$ cat config.mk
export PLATFORM = sky130hd
export DESIGN_NAME = flash_region_lock_bits_events
export DESIGN_NICKNAME = d
export VERILOG_FILES = /design/src/include/flash_region_lock_bits_pkg.sv /design/src/design/region_map.sv /design/src/design/flash_region_lock_bits_events.sv
export SDC_FILE = /design/constraint.sdc
export NUM_CORES = 1
export LEC_CHECK = 0
export BUFFER_PORTS_ARGS = -buffer_cell sky130_fd_sc_hd__buf_2
export CAP_MARGIN = 20
export CORE_MARGIN = 2
export CORE_UTILIZATION = 26
export CTS_BUF_LIST = sky130_fd_sc_hd__clkbuf_8
export DETAILED_ROUTE_END_ITERATION = 12
export PLACE_DENSITY = 0.62
export SETUP_SLACK_MARGIN = 0.2
export SYNTH_ARGS = -nofsm -noshare
export SYNTH_HDL_FRONTEND = slang
export SYNTH_HIERARCHICAL = 1
export SYNTH_SLANG_ARGS = --single-unit
$ cat constraint.sdc
create_clock -name i_clk -period 1.95 [get_ports i_clk]
set_clock_uncertainty 0.05 [all_clocks]
set_input_delay 0.39 -clock i_clk [delete_from_list [all_inputs] [get_ports i_clk]]
set_output_delay 0.39 -clock i_clk [all_outputs]
set_load 0.01 [all_outputs]
$ cat src/include/flash_region_lock_bits_pkg.sv
// Constants and carriers for the flash region protection and event block.
// Assumes a single 100 MHz system clock and synchronous active-high reset.
package flash_region_lock_bits_pkg;
  localparam int NUM_LOCK_BYTES = 4;
  localparam int LOCK_BITS = 32;
  // Register indices of the four lock bytes, byte 0 holds bits 31:24.
  localparam logic [1:0] LOCK_BYTE0_IDX = 2'h0;
  localparam logic [1:0] LOCK_BYTE3_IDX = 2'h3;
  // Configuration field offsets of the stored lock bytes.
  localparam logic [15:0] CFG_LOCK_LOW_OFS = 16'h0008;
  localparam logic [15:0] CFG_LOCK_HIGH_OFS = 16'h000b;
  // Status register bit positions.
  localparam int STAT_CCF_BIT = 7;
  localparam int STAT_RDCOL_BIT = 6;
  localparam int STAT_VIOL_BIT = 4;
  // Config register bit positions.
  localparam int CFG_COMMAND_COMPLETE_IRQ_EN_BIT = 7;
  localparam int CFG_RDCIE_BIT = 6;
  localparam logic [7:0] CFG_RESET = 8'h00;
  // Flash size threshold below which each bit covers 1 KB.
  localparam int SMALL_FLASH_KB = 32;
  localparam int SMALL_REGION_KB = 1;
  localparam int BOOT_LOAD_CYCLES = 4;

  typedef enum logic [2:0] {
    ST_LOAD = 3'b001,
    ST_IDLE = 3'b010,
    ST_BUSY = 3'b100
  } ctl_state_e;

  // A program or erase request from the command sequencer.
  typedef struct packed {
    logic valid;
    logic whole_block;
    logic block_sel;
    logic [19:0] addr;
  } cmd_req_s;

  // A bus register access.
  typedef struct packed {
    logic wr;
    logic rd;
    logic [1:0] idx;
    logic [7:0] wdata;
  } reg_acc_s;
endpackage : flash_region_lock_bits_pkg

$ cat src/design/region_map.sv
// Maps a flash byte address to its protection region index.
// Assumes the flash size in KB is a power of two or a small multiple of 1 KB.
`timescale 1ns/1ps
module region_map #(
  parameter int FLASH_KB = 256
) (
  input wire logic [19:0] i_addr,
  output logic [4:0] o_region
);
  import flash_region_lock_bits_pkg::*;
  localparam int REGION_BYTES = (FLASH_KB < SMALL_FLASH_KB) ? SMALL_REGION_KB * 1024
                                                          : FLASH_KB * 1024 / LOCK_BITS;
  // Small parts use only the lower bits, so region n of the low end is bit n.
  always_comb begin
    o_region = 5'((int'(i_addr) / REGION_BYTES) % LOCK_BITS);
  end
endmodule : region_map

$ cat src/design/flash_region_lock_bits_events.sv
// Region protection vector, status flags and event requests of the flash controller.
// Assumes a command sequencer that presents program and erase requests and reports done.
`timescale 1ns/1ps
module flash_region_lock_bits_events #(
  parameter int FLASH_KB = 256
) (
  input wire logic i_clk,
  input wire logic i_sys_rst,
  input wire logic i_unrestricted_mode,
  input wire logic i_low_power,
  input wire logic i_wait_mode,
  input wire logic i_stop_req,
  input wire flash_region_lock_bits_pkg::reg_acc_s i_lock_acc,
  input wire logic [7:0] i_cfg_wdata,
  input wire logic i_cfg_wr,
  input wire logic [7:0] i_stat_wdata,
  input wire logic i_stat_wr,
  input wire logic [1:0] i_cfg_byte_idx,
  output logic [15:0] o_cfg_addr,
  input wire logic [7:0] i_cfg_byte,
  input wire flash_region_lock_bits_pkg::cmd_req_s i_cmd,
  input wire logic i_cmd_done,
  output logic o_cmd_start,
  input wire logic i_rd_valid,
  input wire logic i_rd_block,
  output logic [7:0] o_lock_rdata,
  output logic [7:0] o_flash_status_reg,
  output logic [7:0] o_flash_config_reg,
  output logic [31:0] o_region_lock_bits,
  output logic o_stop_ack,
  output logic o_cc_irq,
  output logic o_rdcol_irq
);
  import flash_region_lock_bits_pkg::*;

  ctl_state_e state_ff, nxt_state;
  logic [31:0] lock_ff, nxt_lock;
  logic [1:0] ld_ff, nxt_ld;
  logic busy_blk_ff, nxt_busy_blk;
  logic ccf_ff, nxt_ccf;
  logic viol_ff, nxt_viol;
  logic rdcol_ff, nxt_rdcol;
  logic [7:0] cfg_ff, nxt_cfg;
  logic [7:0] rdata_ff, nxt_rdata;
  logic [4:0] region;
  logic [15:0] blk_mask;
  logic refused, accept, collide;

  // Maps lock register index to its bit position in the vector.
  function automatic int unsigned byte_lsb(input logic [1:0] idx);
    byte_lsb = 8 * (3 - int'(idx));
  endfunction : byte_lsb

  region_map #(.FLASH_KB(FLASH_KB)) u_map (
    .i_addr(i_cmd.addr),
    .o_region(region)
  );

  // Lower half of the regions belongs to block 0, upper half to block 1.
  assign blk_mask = i_cmd.block_sel ? lock_ff[31:16] : lock_ff[15:0];
  assign refused = i_cmd.whole_block ? (blk_mask != 16'hffff) : !lock_ff[region];
  assign accept = (state_ff == ST_IDLE) && i_cmd.valid && !i_low_power && !viol_ff;
  assign collide = (state_ff == ST_BUSY) && i_rd_valid && (i_rd_block == busy_blk_ff);

  always_comb begin
    nxt_state = state_ff;
    nxt_lock = lock_ff;
    nxt_ld = ld_ff;
    nxt_busy_blk = busy_blk_ff;
    nxt_ccf = ccf_ff;
    nxt_viol = viol_ff;
    nxt_rdcol = rdcol_ff;
    nxt_cfg = i_cfg_wr ? i_cfg_wdata : cfg_ff;
    // Read data only moves on a read, so a stray index change cannot alter a held byte.
    nxt_rdata = i_lock_acc.rd ? lock_ff[byte_lsb(i_lock_acc.idx) +: 8] : rdata_ff;
    // Status clears are write-one; hardware sets below win over them.
    if (i_stat_wr && i_stat_wdata[STAT_VIOL_BIT]) begin
      nxt_viol = 1'b0;
    end
    if (i_stat_wr && i_stat_wdata[STAT_RDCOL_BIT]) begin
      nxt_rdcol = 1'b0;
    end
    unique case (state_ff)
      ST_LOAD: begin
        nxt_lock[byte_lsb(i_cfg_byte_idx) +: 8] = i_cfg_byte;
        nxt_ld = ld_ff + 2'h1;
        if (ld_ff == LOCK_BYTE3_IDX) begin
          nxt_state = ST_IDLE;
        end
      end
      ST_IDLE: begin
        if (i_lock_acc.wr) begin
          nxt_lock[byte_lsb(i_lock_acc.idx) +: 8] = i_unrestricted_mode ? i_lock_acc.wdata
              : (lock_ff[byte_lsb(i_lock_acc.idx) +: 8] & i_lock_acc.wdata);
        end
        if (accept) begin
          if (refused) begin
            nxt_viol = 1'b1;
          end else begin
            nxt_state = ST_BUSY;
            nxt_ccf = 1'b0;
            nxt_busy_blk = i_cmd.block_sel;
          end
        end
      end
      ST_BUSY: begin
        if (i_cmd_done) begin
          nxt_state = ST_IDLE;
          nxt_ccf = 1'b1;
        end
      end
      default: nxt_state = ST_IDLE;
    endcase
    if (collide) begin
      nxt_rdcol = 1'b1;
    end
  end

  always_ff @(posedge i_clk) begin
    if (i_sys_rst) begin
      state_ff <= ST_LOAD;
      lock_ff <= 32'h0;
      ld_ff <= LOCK_BYTE0_IDX;
      busy_blk_ff <= 1'b0;
      ccf_ff <= 1'b1;
      viol_ff <= 1'b0;
      rdcol_ff <= 1'b0;
      cfg_ff <= CFG_RESET;
      rdata_ff <= 8'h00;
    end else begin
      state_ff <= nxt_state;
      lock_ff <= nxt_lock;
      ld_ff <= nxt_ld;
      busy_blk_ff <= nxt_busy_blk;
      ccf_ff <= nxt_ccf;
      viol_ff <= nxt_viol;
      rdcol_ff <= nxt_rdcol;
      cfg_ff <= nxt_cfg;
      rdata_ff <= nxt_rdata;
    end
  end

  // Index 0 stores bits 31:24, which lives at the highest configuration offset.
  assign o_cfg_addr = CFG_LOCK_HIGH_OFS - 16'(ld_ff);
  assign o_cmd_start = accept && !refused;
  assign o_lock_rdata = rdata_ff;
  assign o_region_lock_bits = lock_ff;
  assign o_flash_config_reg = cfg_ff;
  assign o_flash_status_reg = {ccf_ff, rdcol_ff, 1'b0, viol_ff, 4'h0};
  // stop only after the command ends
  assign o_stop_ack = i_stop_req && (state_ff == ST_IDLE);
  assign o_cc_irq = ccf_ff && cfg_ff[CFG_COMMAND_COMPLETE_IRQ_EN_BIT];
  assign o_rdcol_irq = rdcol_ff && cfg_ff[CFG_RDCIE_BIT];

  a_restrict_no_set: assert property (@(posedge i_clk) disable iff (i_sys_rst)
    (state_ff == ST_IDLE && i_lock_acc.wr && !i_unrestricted_mode) |=>
      ((lock_ff & ~$past(lock_ff)) == 32'h0)) else $error("lock bit set in restricted mode");
  a_free_write: assert property (@(posedge i_clk) disable iff (i_sys_rst)
    (state_ff == ST_IDLE && i_lock_acc.wr && i_unrestricted_mode)
      |=> (8'(lock_ff >> byte_lsb($past(i_lock_acc.idx))) == $past(i_lock_acc.wdata)))
    else $error("free write lost");
  a_viol_set: assert property (@(posedge i_clk) disable iff (i_sys_rst)
    (accept && refused) |=> (viol_ff && state_ff == ST_IDLE)) else $error("violation missed");
  a_block_erase: assert property (@(posedge i_clk) disable iff (i_sys_rst)
    (accept && i_cmd.whole_block && blk_mask != 16'hffff) |-> !o_cmd_start)
    else $error("locked block erased");
  a_load_done: assert property (@(posedge i_clk) disable iff (i_sys_rst)
    ($rose(state_ff == ST_IDLE) && $past(state_ff == ST_LOAD)) |-> $past(ld_ff) == 2'h3)
    else $error("short load");
  a_cc_level: assert property (@(posedge i_clk) disable iff (i_sys_rst)
    (state_ff == ST_BUSY && i_cmd_done && cfg_ff[CFG_COMMAND_COMPLETE_IRQ_EN_BIT] && !i_cfg_wr) |=> o_cc_irq)
    else $error("complete request missing");
  a_wait_wake: assert property (@(posedge i_clk) disable iff (i_sys_rst)
    (state_ff == ST_BUSY && i_cmd_done && i_wait_mode && cfg_ff[CFG_COMMAND_COMPLETE_IRQ_EN_BIT] && !i_cfg_wr)
      |=> (o_cc_irq && state_ff == ST_IDLE)) else $error("no wake from wait");
  a_stop_hold: assert property (@(posedge i_clk) disable iff (i_sys_rst)
    (state_ff == ST_BUSY) |-> !o_stop_ack) else $error("stop granted during command");
  a_vlp_block: assert property (@(posedge i_clk) disable iff (i_sys_rst)
    i_low_power |-> !o_cmd_start) else $error("command taken in low power");
  a_collision: assert property (@(posedge i_clk) disable iff (i_sys_rst)
    collide |=> rdcol_ff) else $error("collision missed");
  a_no_cross: assert property (@(posedge i_clk) disable iff (i_sys_rst)
    (state_ff == ST_BUSY && i_rd_valid && i_rd_block != busy_blk_ff && !rdcol_ff) |=>
      !rdcol_ff) else $error("false collision");
  a_rdcol_irq: assert property (@(posedge i_clk) disable iff (i_sys_rst)
    (o_rdcol_irq && !(i_stat_wr && i_stat_wdata[STAT_RDCOL_BIT]) && !i_cfg_wr) |=>
      o_rdcol_irq) else $error("collision request dropped");
endmodule : flash_region_lock_bits_events

==> results.ini <==
[status]
status = finished, violations left
violations = setup timing

[clock_network]
cts.htree.levels = 3
root_buffer = clkbuf_8
cts_tree = done
cts_sinks = 57
clk_pin_slew_ns = 0.07
cts_made_buffers = 9
clk_path_buf_depth = 2
clk_latency_ns = 0.35

[routing]
route.detailed.drc = 0
routedWlPerCell_microns = 17.52
num_vias = 3641
via_per_inst = 4.967
drt-total-wl_microns = 12850
drt_pass1_iterations = 5
drtAntennaViolNets = 0
drtIter0Drc = 215

[logic_synthesis]
synthAdderAreaFrac_pct = 3.150
avgSynthCellArea_sq_um = 9.237
synth_seq_area_share_pct = 31.92
netlist_top_cells_area = dfxtp_1 32%, mux2i_1 9.2%, a22oi_1 7.6%
synth_most_common_cell = dfxtp_1
synth_edf_count = 0
synth_top_family_by_area = compound AO/OA/AOI/OAI gates
yosys.area_share.simple_pct = 18.24
syn_area_sq_um = 3575
synth-xor-area-share_pct = 0.4900
synth-seq-cells = 57
synth_compound_area_share_pct = 21.53
synth_top_area_share_pct = 31.92
ys.flop_type = dfxtp_1
yosys.area.top_type = dfxtp_1
synth.area.mux_share_pct = 14.28
async_flop_share_pct = 0
synth.distinct_cells = 42
yosysWarnings = 6
synthCells = 387
synth_top_cells_by_count = 57 x dfxtp_1, 53 x nor2_1, 36 x a22oi_1, 33 x mux2i_1, 31 x buf_4

[cells_and_area]
final_cells = 733
area_growth_pct = 45.96
stdcell_area_sq_um = 5218
num_antenna_cells = 0
largest_reg_flops = 32
final_nets = 633
drive_gt1_share_pct = 52.96

[worst_setup_path]
slowest_delay_ns = 0.36
end_kind = primary output
cpMostUsedCell = nand4_4
cp_max_fo = 3
cp-start-kind = register
cp_slowest_cell = dfxtp_2
crit_arrival_ns = 1.76
worstPathRequired_ns = 1.51
path_class = reg2out
crit_chain = buf_4 > mux2i_1 > a22oi_1 > nand3_1 > nand4_4 > nand4_4 > inv_2 > buf_6

[global_routing]
first_global_vias = 3551
grt_max_degree = 30
grt_antenna_before_repair = 0
track_usage_pct = 17.25
overflow = 0
grt_pass1_wl_microns = 19130

[die]
die_h_microns = 121.3
io_pins = 148
die_area_sq_um = 14700
fp-row-count = 42
core-area_sq_um = 13350
initial_utilization_pct = 26.78
die_x_microns = 121.3

[sta]
min_period_over_period_pct = 112.8
post-route-min-period_ns = 2.200
setup_viol = 2
slew_violations = 0
rsz0062_at_grt = true
slew_headroom_pct = 61.59
tightest_slew_ns = 0.5762
holdWs_ns = 0.2328
final_hold_viol_count = 0
fmax_mhz = 454.6
worst_slack_ns = -0.2499

[placed_design]
portBuffers = 106
dp_hpwl_microns = 10190
globalplace.congestion = 0.9974
place_inst = 706
dpl_cell_area_sq_um = 4664

[hold_path]
hold_path_class = in2reg

[power]
leakage_uw = 0.002273
ir_drop_v = 0.0003982
power.density_nw_per_um2 = 801.2

[job]
drv_cap = 0

[power by group]
part | switching [uW] | leakage, uW | internal (uW)
Combinational | 888 | 0.00170 | 814
Clock | 477 | 0.000101 | 514
Sequential | 145 | 0.000472 | 1340
[kinds of logic (layout without fill, tap and decap cells)]
logic type,count (synthesis),after routing
mux,41,41
flops,57,57
buf+inv,59,212
compound gates,95,95
fa+ha+maj,9,9
other cells,2,19
xor+xnor,2,2
simple gates,122,122
[cell type report]
cell class | count | area, sq um
flip-flops and latches | 57 | 1161
repair buffers | 186 | 1272
multi-input cells | 288 | 2352
clock buffers | 11 | 151.4
inverters | 10 | 37.54
fillers | 1365 | 8130
well taps | 176 | 220.2
clock inverters | 5 | 22.52
[worst max-delay path: cells and delay by family, from the launching register on]
kind                   cells  cell delay, ns
AOI/OAI and AO/OA          1            0.21
muxes                      1            0.07
DFF                        1            0.36
and+or+nand+nor            3            0.46
buffers and inverters      3            0.31
[final timing paths]
path / startpoint / endpoint / slack [ns] / cells after the start
worst min-delay path: i_cmd_done / ccf_ff$_SDFFE_PP1P_ / 0.23 / 2
worst max register to register: o_region_lock_bits[12]$_SDFFE_PP0P_ / ccf_ff$_SDFFE_PP1P_ / -0.05 / 9
worst max-delay path: o_region_lock_bits[12]$_SDFFE_PP0P_ / o_cmd_start / -0.25 / 8
worst min register to register: o_flash_config_reg[0]$_SDFFE_PP0P_ / o_flash_config_reg[0]$_SDFFE_PP0P_ / 0.44 / 2
[stage by stage]
step                total power [uW]  worst slack (ns)  TNS (ns)  util, %
floorplan                       2331           0.05730         0        -
global placement                2971           -0.1874    -2.945    34.95
detailed placement              3007           -0.2204    -3.763    34.95
CTS                             4081           -0.2491   -0.2491    37.49
global route                    4405           -0.3017   -0.3979    39.09
finish                          4180           -0.2499   -0.3002    39.09
[layer usage]
| metal | vias up | global-route usage (%) | routed length [microns] |
|---|---|---|---|
| li1 | 1708 | - | - |
| met1 | 1726 | 21.50 | 5346 |
| met2 | 165 | 27.00 | 5913 |
| met3 | 42 | 4.417 | 904 |
| met4 | 0 | 9.770 | 682 |
| met5 | - | 0 | 0 |
[what timing repair did]
| item | in CTS | in global routing |
|---|---|---|
| endpoints found under the hold margin | 0 | 0 |
| endpoints found under the setup margin | 21 | 33 |
| setup buffers | 3 | 8 |
| cloned | 0 | 0 |
| gates resized for setup | 33 | 38 |
| pin swaps | 12 | 20 |
| hold buffers | 0 | 0 |
[placed cells by master, fill, tap and decap left out, types with 4 or more instances in the layout]
| cell | instances |
|---|---|
| o21a_2 | 4 |
| clkbuf_8 | 11 |
| a21oi_1 | 9 |
| dfxtp_2 | 16 |
| buf_2 | 103 |
| nand2b_1 | 4 |
| nor2_1 | 53 |
| dfxtp_1 | 41 |
| nor3b_1 | 6 |
| nand4_1 | 7 |
| inv_1 | 10 |
| mux2i_1 | 33 |
| buf_12 | 8 |
| mux4_2 | 8 |
| nand2_1 | 14 |
| o21a_4 | 4 |
| a22oi_1 | 18 |
| a211oi_1 | 16 |
| a211oi_2 | 17 |
| buf_6 | 9 |
| conb_1 | 19 |
| buf_4 | 65 |
| nor2b_1 | 4 |
| ha_1 | 7 |
| a22oi_2 | 18 |
| nand3_1 | 6 |
(Power assumes the default switching activity.)
